File: config.mk
export PLATFORM = sky130hd
export DESIGN_NAME = phy_mgmt_status_ability_regs
export DESIGN_NICKNAME = d
export VERILOG_FILES = /design/src/rtl/phy_mgmt_pkg.sv /design/src/rtl/partner_capture.sv /design/src/rtl/phy_mgmt_status_ability_regs.sv
export SDC_FILE = /design/constraint.sdc
export NUM_CORES = 1
export LEC_CHECK = 0
export BUFFER_PORTS_ARGS = -buffer_cell sky130_fd_sc_hd__buf_2
export CORE_AREA = 2 2 73 75
export DETAILED_ROUTE_END_ITERATION = 8
export DIE_AREA = 0 0 75 77
export GPL_ROUTABILITY_DRIVEN = 0
export PLACE_DENSITY = 0.83
export SYNTH_ARGS = -nofsm -noshare
export SYNTH_HDL_FRONTEND = slang
export SYNTH_SLANG_ARGS = --single-unit
File: constraint.sdc
create_clock -name clk -period 1.5 [get_ports clk]
set_input_delay 0 -clock clk [delete_from_list [all_inputs] [get_ports clk]]
set_output_delay 0 -clock clk [all_outputs]
set_load 0.02 [all_outputs]
File: src/rtl/phy_mgmt_pkg.sv
package phy_mgmt_pkg;

    // Register indices as seen from the serial management path
    localparam logic [4:0] REG_CONTROL       = 5'h00;
    localparam logic [4:0] REG_STATUS        = 5'h01;
    localparam logic [4:0] REG_IDENT_HIGH    = 5'h02;
    localparam logic [4:0] REG_IDENT_LOW     = 5'h03;
    localparam logic [4:0] REG_ADVERTISEMENT = 5'h04;
    localparam logic [4:0] REG_PARTNER       = 5'h05;

    // Status register field positions
    localparam int STAT_FOUR_PAIR   = 15;
    localparam int STAT_CAP_HI      = 14;
    localparam int STAT_CAP_LO      = 11;
    localparam int STAT_NEG_DONE    = 5;
    localparam int STAT_FAR_FAULT   = 4;
    localparam int STAT_NEG_ABILITY = 3;
    localparam int STAT_LINK_UP     = 2;

    // Advertisement and partner field positions
    localparam int ADV_PAUSE        = 10;
    localparam int ADV_ABIL_HI      = 8;
    localparam int ADV_ABIL_LO      = 5;
    localparam int ADV_SEL_HI       = 4;

    // Fixed parts of the status word: four ability bits and negotiation ability
    localparam logic [15:0] STATUS_FIXED   = 16'h7808;
    // Values after reset of the writable and captured fields
    localparam logic        ADV_PAUSE_RST  = 1'b1;
    localparam logic [3:0]  ADV_ABIL_RST   = 4'hf;
    localparam logic        PART_PAUSE_RST = 1'b0;
    localparam logic [3:0]  PART_ABIL_RST  = 4'h0;
    // Read-only selector field of the advertisement word
    localparam logic [4:0]  ADV_SELECTOR   = 5'h01;
    // Low five bits of the partner word always read this value
    localparam logic [4:0]  PART_LOW_BITS  = 5'h01;

    // SPI path: registers of one port start at this byte address
    localparam logic [7:0]  SPI_PORT_BASE  = 8'h00;
    localparam logic [7:0]  SPI_PORT_SPAN  = 8'h06;

endpackage

File: src/rtl/partner_capture.sv
`timescale 1ns/1ps
`default_nettype none

// Latches the partner's received abilities when negotiation finishes
module partner_capture (
    input  wire logic       clk,
    input  wire logic       srst,
    input  wire logic       negotiation_done,
    input  wire logic [4:0] partner_word,
    output logic            part_pause,
    output logic [3:0]      part_abil
);

    logic done_d_r;

    // Delayed completion flag for the rising edge
    // Resets high so a level already high at release is not taken as an edge
    always_ff @(posedge clk) begin
        if (srst) begin
            done_d_r <= 1'b1;
        end else begin
            done_d_r <= negotiation_done;
        end
    end

    // Capture once per completion; value holds until the next one
    always_ff @(posedge clk) begin
        if (srst) begin
            part_pause <= phy_mgmt_pkg::PART_PAUSE_RST;
            part_abil  <= phy_mgmt_pkg::PART_ABIL_RST;
        end else if (negotiation_done && !done_d_r) begin
            part_pause <= partner_word[4];
            part_abil  <= partner_word[3:0];
        end
    end

endmodule

`default_nettype wire

File: src/rtl/phy_mgmt_status_ability_regs.sv
// Operation
// Status bit 15 always reads zero: no four-pair mode.
// Status bits 14..11 read one, fixed duplex and speed abilities.
// Status bit 5 shows negotiation finished; resets zero; not writable.
// Status bit 4 shows far-end fault detected; resets zero.
// Status bit 3 reads one: port can auto-negotiate.
// Status bit 2 shows link up; resets zero.
// Status bit 0, bits 10..7, bits 6 and 1 read zero.
// Index 2 returns upper sixteen identifier bits, read-only.
// Index 3 returns lower sixteen identifier bits, read-only.
// Advertisement bit 10, pause, writable, resets to one.
// Advertisement bits 8..5 writable, reset one, select advertised abilities.
// Partner bit 10 read-only, resets zero, shows partner pause.
// Partner bits 8..5 read-only, reset zero, show partner abilities.
// Advertisement selector field bits 4..0 read-only, value one.
// Unsupported and reserved bits of indices 4, 5 ignore writes.
// Partner bits captured from received word when negotiation completes.
// Every register reachable from serial management and SPI, mapped differently.
`timescale 1ns/1ps
`default_nettype none

module phy_mgmt_status_ability_regs #(
    parameter logic [4:0]  PORT_ADDR  = 5'h01,
    parameter logic [7:0]  SPI_BASE   = phy_mgmt_pkg::SPI_PORT_BASE,
    parameter logic [15:0] IDENT_HIGH = 16'h1234, // arbitrary value
    parameter logic [15:0] IDENT_LOW  = 16'h5670  // arbitrary value
) (
    input  wire logic        clk,
    input  wire logic        srst,
    // Serial management access, decoded frame fields
    input  wire logic        mgmt_req,
    input  wire logic        mgmt_write,
    input  wire logic [4:0]  mgmt_phy_addr,
    input  wire logic [4:0]  mgmt_reg_addr,
    input  wire logic [15:0] mgmt_wdata,
    output logic             mgmt_rvalid,
    output logic [15:0]      mgmt_rdata,
    // SPI access, decoded byte address
    input  wire logic        spi_req,
    input  wire logic        spi_write,
    input  wire logic [7:0]  spi_addr,
    input  wire logic [15:0] spi_wdata,
    output logic             spi_rvalid,
    output logic [15:0]      spi_rdata,
    // Port state from the negotiation engine and receiver
    input  wire logic        link_up,
    input  wire logic        far_end_fault,
    input  wire logic        negotiation_done,
    input  wire logic [15:0] partner_rx_word,
    // Advertised abilities towards the negotiation engine
    output logic             adv_pause,
    output logic [3:0]       adv_abil
);

    logic        link_r;
    logic        fault_r;
    logic        done_r;
    logic        part_pause;
    logic [3:0]  part_abil;
    logic        mgmt_hit;
    logic        spi_hit;
    logic [7:0]  spi_off;
    logic [4:0]  spi_idx;
    logic        wr_en;
    logic [4:0]  wr_idx;
    logic [15:0] wr_data;
    logic [15:0] status_word;
    logic [15:0] adv_word;
    logic [15:0] part_word;

    // Port state mirrored into flops; all clear at reset
    always_ff @(posedge clk) begin
        if (srst) begin
            link_r  <= 1'b0;
            fault_r <= 1'b0;
            done_r  <= 1'b0;
        end else begin
            link_r  <= link_up;
            fault_r <= far_end_fault;
            done_r  <= negotiation_done;
        end
    end

    // Partner ability capture on completion
    partner_capture u_capture (
        .clk              (clk),
        .srst             (srst),
        .negotiation_done (negotiation_done),
        .partner_word     ({partner_rx_word[phy_mgmt_pkg::ADV_PAUSE],
                            partner_rx_word[phy_mgmt_pkg::ADV_ABIL_HI:phy_mgmt_pkg::ADV_ABIL_LO]}),
        .part_pause       (part_pause),
        .part_abil        (part_abil)
    );

    // Address decode for both paths
    always_comb begin
        mgmt_hit = mgmt_req && (mgmt_phy_addr == PORT_ADDR);
        spi_off  = spi_addr - SPI_BASE;
        spi_hit  = spi_req && (spi_addr >= SPI_BASE)
                   && (spi_off < phy_mgmt_pkg::SPI_PORT_SPAN);
        spi_idx  = spi_off[4:0];
    end

    // One write port; serial management wins a same-cycle collision
    always_comb begin
        wr_en   = 1'b0;
        wr_idx  = 5'h00;
        wr_data = 16'h0000;
        if (mgmt_hit && mgmt_write) begin
            wr_en   = 1'b1;
            wr_idx  = mgmt_reg_addr;
            wr_data = mgmt_wdata;
        end else if (spi_hit && spi_write) begin
            wr_en   = 1'b1;
            wr_idx  = spi_idx;
            wr_data = spi_wdata;
        end
    end

    // Only pause and the four ability bits store; other bits drop writes
    always_ff @(posedge clk) begin
        if (srst) begin
            adv_pause <= phy_mgmt_pkg::ADV_PAUSE_RST;
            adv_abil  <= phy_mgmt_pkg::ADV_ABIL_RST;
        end else if (wr_en && wr_idx == phy_mgmt_pkg::REG_ADVERTISEMENT) begin
            adv_pause <= wr_data[phy_mgmt_pkg::ADV_PAUSE];
            adv_abil  <= wr_data[phy_mgmt_pkg::ADV_ABIL_HI:phy_mgmt_pkg::ADV_ABIL_LO];
        end
    end

    // Read words; unlisted bits are constant zero
    always_comb begin
        status_word = phy_mgmt_pkg::STATUS_FIXED;
        status_word[phy_mgmt_pkg::STAT_NEG_DONE]  = done_r;
        status_word[phy_mgmt_pkg::STAT_FAR_FAULT] = fault_r;
        status_word[phy_mgmt_pkg::STAT_LINK_UP]   = link_r;
        adv_word = 16'h0000;
        adv_word[phy_mgmt_pkg::ADV_PAUSE] = adv_pause;
        adv_word[phy_mgmt_pkg::ADV_ABIL_HI:phy_mgmt_pkg::ADV_ABIL_LO] = adv_abil;
        adv_word[phy_mgmt_pkg::ADV_SEL_HI:0] = phy_mgmt_pkg::ADV_SELECTOR;
        part_word = 16'h0000;
        part_word[phy_mgmt_pkg::ADV_PAUSE] = part_pause;
        part_word[phy_mgmt_pkg::ADV_ABIL_HI:phy_mgmt_pkg::ADV_ABIL_LO] = part_abil;
        part_word[phy_mgmt_pkg::ADV_SEL_HI:0] = phy_mgmt_pkg::PART_LOW_BITS;
    end

    // Shared read multiplexer; reads see pre-write contents
    function automatic logic [15:0] read_word(input logic [4:0] idx,
                                              input logic [15:0] st,
                                              input logic [15:0] ad,
                                              input logic [15:0] pw);
        case (idx)
            phy_mgmt_pkg::REG_STATUS:        read_word = st;
            phy_mgmt_pkg::REG_IDENT_HIGH:    read_word = IDENT_HIGH;
            phy_mgmt_pkg::REG_IDENT_LOW:     read_word = IDENT_LOW;
            phy_mgmt_pkg::REG_ADVERTISEMENT: read_word = ad;
            phy_mgmt_pkg::REG_PARTNER:       read_word = pw;
            default:                         read_word = 16'h0000;
        endcase
    endfunction

    // Serial management answer, one cycle after the request
    always_ff @(posedge clk) begin
        if (srst) begin
            mgmt_rvalid <= 1'b0;
            mgmt_rdata  <= 16'h0000;
        end else begin
            mgmt_rvalid <= mgmt_hit && !mgmt_write;
            if (mgmt_hit && !mgmt_write) begin
                mgmt_rdata <= read_word(mgmt_reg_addr, status_word,
                                        adv_word, part_word);
            end
        end
    end

    // SPI answer, one cycle after the request
    always_ff @(posedge clk) begin
        if (srst) begin
            spi_rvalid <= 1'b0;
            spi_rdata  <= 16'h0000;
        end else begin
            spi_rvalid <= spi_hit && !spi_write;
            if (spi_hit && !spi_write) begin
                spi_rdata <= read_word(spi_idx, status_word,
                                       adv_word, part_word);
            end
        end
    end

endmodule

`default_nettype wire

==> impl_metrics.ini, run 1 <==
[sta]
finalCritPeriodShare = 0.912
maxSlewHeadroom = 0.545
final_max_slew_viol_count = 0
fin_crit_ns = 1.37
skew_ns = 0.00403
final-hold-violation-count = 1
tightest_slew_ns = 0.683
whs_ns = -0.00420
max_freq_mhz = 731
setup_viol_count_final = 0
grt_setup_unrepaired = no

[logic_synthesis]
synth_edf_count = 0
synth_compound_area_frac = 0.177
postSynthCellCount = 227
synth.avg_cell_area_um2 = 8.38
ys_async_sr_fraction = 0
synth_top_family_by_area = simple AND/OR/NAND/NOR gates
synth_simple_gate_area_frac = 0.276
synth_fa_ha_area_frac = 0
synth-seq-area-share = 0.421
synth_warnings = 0
synth_flop_cell = dfxtp_1
synth.area.mux_share = 0.0539
synth_area_um2 = 1900
ys_types = 40
synth-xor-area-share = 0
ys_seq_elements = 40

[clock_tree]
cts_buffer_depth = 2
cts_buffers = 5
cts_hold_buffers = 12
ctsRootBufferMaster = clkbuf_8
path_clk_slew_ns = 0.07
htree_levels = 2
cts_tree = built
post_cts_buffers = 0
clock_sinks = 40
cts_resized = 0
clock_latency_ns = 0.29

[grt]
grt_max_degree = 41
grt_usage = 0.187
antenna_found_initial = 0
first_global_vias = 1796
grt_pass1_wl_mm = 8.39
gr-total-overflow = 0

[worst_setup_path]
rr_worst_depth = 3
cpPeakStageDelay_ns = 0.53
crit_required_ns = 1.71
critPathSlowestCell = or4b_4
r2r_end = spi_rdata[8]$_SDFFE_PP0P_
path_class = in -> reg
cp_max_fo = 5
path_depth = 5
crit_path_start = spi_addr[6]
path_delay_family = simple AND/OR/NAND/NOR gates
critical_path.endpoint_type = register
cp.buffers_inverters = 1
crit_end = spi_rdata[8]$_SDFFE_PP0P_
r2r-start = adv_abil[3]$_SDFFE_PP1P_
crit_chain = buf_2, or4b_4, or3_4, or3_1, a21oi_1
cp.arrival_ns = 1.58
worstSetupStartpointType = primary input
rrSetupSlack_ns = 0.47

[run_status]
status = finished, violations left
violations = negative hold slack

[floorplanning]
die_x_um = 75
ios = 114
die_y_um = 77
coreArea_um2 = 4980
row_count = 26
start_util = 0.382
die-area_um2 = 5780

[finish]
multi_input_area_um2 = 986
area_growth_pct = 39.2
final_common_cell = buf_2
drive_above_1_share = 0.345
layout.nets = 400
nFillCells = 482
num_antenna_cells = 0
seqCellArea_um2 = 801
final_cell_mix = buf_2, dfxtp_1, nand2_1, a21oi_1, buf_4
fin_util = 0.532

[placed_design]
dp_hpwl_mm = 3.89
io_buffer_count = 76

[detailed_routing]
wl_mm = 5.23
ant_nets = 0
drc_errors = 0
wl_per_cell_um = 13.2
vias_per_cell = 5.07
first_pass_iters = 5
vias = 2001
drtIter0Drc = 107

[power]
powerDensity_nw_per_um2 = 790
power_w = 0.00209
p_leak_nw = 1.16
vdd_drop_max_mv = 0.470

[job]
cap_violations = 0

[min_path]
hold_class = in -> reg
synthesized netlist by cell type (7+ instances only):
master | instances | share of area
dfxtp_1 | 40 | 0.42
a21oi_1 | 23 | 0.061
nand2_1 | 23 | 0.045
nor2_1 | 18 | 0.036
clkbuf_1 | 11 | 0.022
nand3_1 | 11 | 0.029
buf_4 | 8 | 0.032
mux2i_1 | 8 | 0.042
nor3_1 | 8 | 0.021
a211oi_1 | 7 | 0.028
inv_1 | 7 | 0.014
or3_1 | 7 | 0.023
metal layers:
| metal | track usage | share of wire | vias up |
|---|---|---|---|
| met1 | 0.242 | 0.42 | 926 |
| met3 | 0.0591 | 0.075 | 9 |
| met2 | 0.304 | 0.50 | 71 |
| li1 | - | - | 995 |
| met4 | 0.0339 | 0.011 | 0 |
| met5 | 0 | 0 | - |
area by class of cell:
class,instances,share of cell area
Multi-Input combinational cell,163,0.372
Sequential cell,40,0.302
Timing Repair Buffer,108,0.246
Clock buffer,7,0.0364
Tap cell,70,0.0331
Inverter,7,0.00992
flip-flops by register name, summed over array words and instances (netlist names):
register              count
mgmt_rdata               12
adv_pause                 1
done_r                    1
adv_abil                  4
u_capture.part_abil       4
spi_rvalid                1
u_capture.done_d_r        1
u_capture.part_pause      1
link_r                    1
mgmt_rvalid               1
spi_rdata                12
fault_r                   1
report_power, final:
group | internal [W] | total, W | leakage, nW | switching (W)
Combinational | 0.000121 | 0.000241 | 0.789 | 0.000120
Clock | 0.000410 | 0.000770 | 0.0503 | 0.000360
Sequential | 0.00107 | 0.00108 | 0.324 | 0.00000812
Total | 0.00160 | 0.00209 | 1.16 | 0.000488
how the worst min path moves through the flow:
stage	from	to	cells past startpoint
final	mgmt_wdata[5]	adv_abil[0]$_SDFFE_PP1P_	3
after global routing	mgmt_wdata[5]	adv_abil[0]$_SDFFE_PP1P_	3
after global placement	negotiation_done	u_capture.done_d_r$_SDFF_PP1_	2
after detailed placement	negotiation_done	u_capture.done_d_r$_SDFF_PP1_	2
after CTS	mgmt_wdata[5]	adv_abil[0]$_SDFFE_PP1P_	3
after floorplan	negotiation_done	u_capture.done_d_r$_SDFF_PP1_	1
tightest hold or removal path: cells and delay by family:
kind	cells	cell delay [ns]
AOI/OAI and AO/OA	2	0.17
buffers and inverters	1	0.08
stage by stage:
stage / instances / area (µm²) / setup slack [ns] / setup TNS, ns
final: 395 / 2650 / 0.132 / 0
after global routing: 395 / 2650 / 0.0862 / 0
after CTS: 395 / 2650 / 0.134 / 0
after detailed placement: 376 / 2430 / -0.172 / -2.61
after global placement: 376 / 2430 / -0.0976 / -2.04
after floorplan: 230 / 1920 / -0.0135 / -0.0190
cell families (layout without fill, tap and decap cells):
family                 count (synthesis)  in the layout
and+or+nand+nor                       96             96
AOI/OAI and AO/OA                     53             53
DFF                                   40             40
buffers and inverters                 27            122
muxes                                 10             10
other                                  1              4
Note: power is estimated with default switching activity, not from simulation.
==> inputs of run 2 (changes only) <==
--- a/config.mk
+++ b/config.mk
@@ -6,9 +6,11 @@
 export NUM_CORES = 1
 export LEC_CHECK = 0
 export BUFFER_PORTS_ARGS = -buffer_cell sky130_fd_sc_hd__buf_2
-export CORE_AREA = 2 2 73 75
+export CELL_PAD_IN_SITES_DETAIL_PLACEMENT = 1
+export CELL_PAD_IN_SITES_GLOBAL_PLACEMENT = 1
+export CORE_AREA = 2 2 87 89
 export DETAILED_ROUTE_END_ITERATION = 8
-export DIE_AREA = 0 0 75 77
+export DIE_AREA = 0 0 89 91
 export GPL_ROUTABILITY_DRIVEN = 0
 export PLACE_DENSITY = 0.83
 export SYNTH_ARGS = -nofsm -noshare
==> impl_metrics.ini, run 2 (synthesis results as in run 1) <==
[min_path]
hold_class = in -> reg

[floorplanning]
row_count = 31
die-area_um2 = 8100
die_y_um = 91
coreArea_um2 = 7140
start_util = 0.266
die_x_um = 89
ios = 114

[grt]
first_global_vias = 2131
antenna_found_initial = 0
grt_pass1_wl_mm = 10.2
grt_max_degree = 41
gr-total-overflow = 0
grt_usage = 0.161

[placed_design]
placedInstanceArea_um2 = 2470
io_buffer_count = 76
dp_hpwl_mm = 4.63
dp.cells = 406

[sta]
maxSlewHeadroom = 0.520
finalCritPeriodShare = 0.929
fin_crit_ns = 1.39
setup_viol_count_final = 0
grt_setup_unrepaired = no
max_freq_mhz = 718
final-hold-violation-count = 0
tightest_slew_ns = 0.720
skew_ns = 0.00832
final_max_slew_viol_count = 0

[finish]
largestRegisters = mgmt_rdata x12, spi_rdata x12
num_antenna_cells = 0
finalNonFillerCells = 426
final_cell_mix = buf_2, dfxtp_1, nand2_1, a21oi_1, buf_4
drive_above_1_share = 0.349
layout.nets = 401
final_common_cell = buf_2
final_area_um2 = 2720
fin_util = 0.381
area_growth_pct = 43.1

[power]
powerDensity_nw_per_um2 = 845
power_w = 0.00230
p_leak_nw = 1.18
vdd_drop_max_mv = 0.497

[detailed_routing]
drtIter0Drc = 60
first_pass_iters = 4
ant_nets = 0
vias = 2004
wl_mm = 6.03
drc_errors = 0
wl_per_cell_um = 14.2
vias_per_cell = 4.70

[clock_tree]
path_clk_slew_ns = 0.08
clock_latency_ns = 0.29
cts_buffer_depth = 2
ctsRootBufferMaster = clkbuf_8
cts_buffers = 5
htree_levels = 2
cts_tree = built
cts_resized = 0
clock_sinks = 40

[worst_setup_path]
worstSetupStartpointType = primary input
path_class = in -> reg
cp.arrival_ns = 1.54
critical_path.endpoint_type = register
cp_max_fo = 5
crit_required_ns = 1.65

[run_status]
status = finished clean

[job]
cap_violations = 0
run 2: final timing paths:
| check | from | to | slack, ns | cells after the start |
|---|---|---|---|---|
| worst min register to register | mgmt_rdata[4]$_SDFFE_PP0P_ | mgmt_rdata[4]$_SDFFE_PP0P_ | 0.46 | 2 |
| worst max-delay path | spi_addr[6] | spi_rdata[10]$_SDFFE_PP0P_ | 0.11 | 6 |
| worst max register to register | u_capture.part_pause$_SDFFE_PP0P_ | spi_rdata[10]$_SDFFE_PP0P_ | 0.45 | 4 |
| worst min-delay path | mgmt_wdata[8] | adv_abil[3]$_SDFFE_PP1P_ | 0.02 | 3 |
run 2: what timing repair did:
action / CTS / global route
setup buffers: 0 / 0
hold buffers: 12 / 0
hold endpoints to repair: 13 / 0
setup endpoints to repair: 0 / 0
run 2: where the power goes:
group	switching, W	internal (W)	total (W)
logic	0.000123	0.000121	0.000244
registers	0.00000811	0.00107	0.00108
clock network	0.000387	0.000588	0.000974
total	0.000518	0.00178	0.00230
run 2: per-stage QoR:
stage	TNS (ns)	hold WS [ns]	setup WS (ns)
floorplan	-0.0190	0.107	-0.0135
global placement	-2.26	0.212	-0.122
detailed placement	-3.05	0.216	-0.183
CTS	0	0.0116	0.124
global route	0	0.0406	0.0464
finish	0	0.0169	0.107
run 2: area by class of cell:
class                      count  area [µm²]
multi-input combinational    163         986
clock inverter                 1        30.0
tap                           99         124
fill                         906        4420
clock buffer                   7        96.3
timing repair buffer         109         658
sequential                    40         801
inverter                       7        26.3
run 2: critical path, stage by stage:
cell and delay [ns]:
buf_2 0.10, or4b_4 0.54, or3_4 0.42, buf_4 0.16, a221oi_1 0.24, nor3_1 0.09
run 2: per-layer routing:
layer / share of wire / global-route usage / up-vias
met5: 0 / 0 / -
met4: 0.012 / 0.0498 / 0
met3: 0.049 / 0.0391 / 7
met2: 0.50 / 0.277 / 51
met1: 0.44 / 0.195 / 947
li1: - / - / 999
==> inputs of run 3 (changes only) <==
--- a/config.mk
+++ b/config.mk
@@ -13,6 +13,7 @@
 export DIE_AREA = 0 0 89 91
 export GPL_ROUTABILITY_DRIVEN = 0
 export PLACE_DENSITY = 0.83
+export SETUP_SLACK_MARGIN = 0.4
 export SYNTH_ARGS = -nofsm -noshare
 export SYNTH_HDL_FRONTEND = slang
 export SYNTH_SLANG_ARGS = --single-unit
==> impl_metrics.ini, run 3 (synthesis results as in run 1) <==
[detailed_routing]
drtIter0Drc = 55
vias = 2144
wl_per_cell_um = 16.2
drc_errors = 0
vias_per_cell = 4.91
first_pass_iters = 4
wl_mm = 7.10
ant_nets = 0

[floorplanning]
start_util = 0.266
row_count = 31
coreArea_um2 = 7140
ios = 114
die_y_um = 91
die-area_um2 = 8100
die_x_um = 89

[clock_tree]
cts_buffer_depth = 2
cts_tree = built
clock_sinks = 40
path_clk_slew_ns = 0.08
clock_latency_ns = 0.30
cts_buffers = 5
ctsRootBufferMaster = clkbuf_8
htree_levels = 2

[grt]
first_global_vias = 2160
antenna_found_initial = 0
grt_max_degree = 29
gr-total-overflow = 0
grt_usage = 0.174
grt_pass1_wl_mm = 11.0

[finish]
num_antenna_cells = 0
fin_util = 0.422
final_common_cell = buf_2
layout.nets = 412
final_cell_mix = buf_2, dfxtp_1, buf_4
largestRegisters = mgmt_rdata x12, spi_rdata x12
drive_above_1_share = 0.456
area_growth_pct = 58.4
nFillCells = 906

[sta]
maxSlewHeadroom = 0.594
grt_setup_unrepaired = yes
tightest_slew_ns = 0.609
final-hold-violation-count = 0
finalCritPeriodShare = 0.881
setup_viol_count_final = 0
skew_ns = 0.00998
fin_crit_ns = 1.32
max_freq_mhz = 757
final_max_slew_viol_count = 0
fin_ws_ns = 0.178

[worst_setup_path]
crit_required_ns = 1.70
cp.arrival_ns = 1.52
cp_max_fo = 6
worstSetupStartpointType = primary input
cpPeakStageDelay_ns = 0.57
path_class = in -> reg
path_delay_family = simple AND/OR/NAND/NOR gates
crit_chain = buf_6, or4b_4, buf_6, or4b_4, nand2_1, a21oi_2
cp.buffers_inverters = 2
critPathSlowestCell = or4b_4
r2r-start = adv_pause$_SDFFE_PP1P_
crit_path_start = mgmt_phy_addr[1]
critical_path.endpoint_type = register

[run_status]
status = finished clean

[power]
powerDensity_nw_per_um2 = 707
vdd_drop_max_mv = 0.307
p_leak_nw = 1.27

[min_path]
hold_class = in -> reg
min_from = mgmt_wdata[6]

[placed_design]
dp_hpwl_mm = 4.91
place_ws_ns = -0.207
io_buffer_count = 76

[job]
cap_violations = 0
## run 3: changes by cell type in the layout (fill, tap and decap cells not counted), moves of 3 or more
cell     change
buf_4        +4
nand3_2      +4
or4b_4       +4
nand3_1      -4
or4b_1       -3
buf_6        +8
o32ai_2      +3
buf_2        -3
a21oi_1      -9
o32ai_1      -5
a21oi_2      +9
## run 3: worst register-to-register path, delay by kind of cell (launching register included)
family	cells	cell delay, ns
AO/OA/AOI/OAI	2	0.37
flip-flops	1	0.44
multiplexers	1	0.13
AND/OR/NAND/NOR	1	0.10
## run 3: repair_timing
| action | 4_1_cts | 5_1_grt |
|---|---|---|
| resized for setup | 24 | 21 |
| pin swaps | 10 | 11 |
| hold buffers | 12 | 0 |
| endpoints found under the setup margin | 30 | 30 |
| endpoints found under the hold margin | 13 | 0 |
| setup buffers | 2 | 3 |
| gates cloned | 3 | 1 |
## run 3: where the power goes
group          leakage, nW  switching, W  internal (W)
logic                0.899      0.000155      0.000141
registers            0.324    0.00000846       0.00107
clock network       0.0510      0.000384      0.000367
total                 1.27      0.000547       0.00158
## run 3: final timing paths
| kind | cells past startpoint | slack, ns | to |
|---|---|---|---|
| max | 6 | 0.18 | mgmt_rdata[14]$_SDFFE_PP0P_ |
| min | 3 | 0.02 | adv_abil[1]$_SDFFE_PP1P_ |
| max reg2reg | 4 | 0.39 | mgmt_rdata[10]$_SDFFE_PP0P_ |
| min reg2reg | 2 | 0.46 | mgmt_rdata[7]$_SDFFE_PP0P_ |
## run 3: layout make-up
class / count / area, µm² / area share
well taps: 99 / 124 / 0.0411
flip-flops and latches: 40 / 801 / 0.266
inverters: 7 / 26.3 / 0.00872
multi-input cells: 165 / 1200 / 0.400
clock inverters: 2 / 10.0 / 0.00332
repair buffers: 118 / 763 / 0.253
clock buffers: 6 / 82.6 / 0.0274
## run 3: metal layers
| metal | GRT usage | wire length, µm |
|---|---|---|
| met1 | 0.212 | 3120 |
| met3 | 0.0373 | 303 |
| met5 | 0 | 0 |
| met2 | 0.305 | 3570 |
| met4 | 0.0435 | 110 |
## run 3: through the flow
step / total power (W) / TNS (ns) / hold slack [ns] / cells / area, µm²
after floorplan: 0.00122 / 0 / 0.107 / 230 / 1960
after global placement: 0.00133 / -1.24 / 0.211 / 408 / 2510
after detailed placement: 0.00134 / -2.41 / 0.219 / 408 / 2510
after CTS: 0.00213 / 0 / 0.0165 / 433 / 2880
after global routing: 0.00220 / 0 / 0.0364 / 437 / 3010
final: 0.00213 / 0 / 0.0192 / 437 / 3010
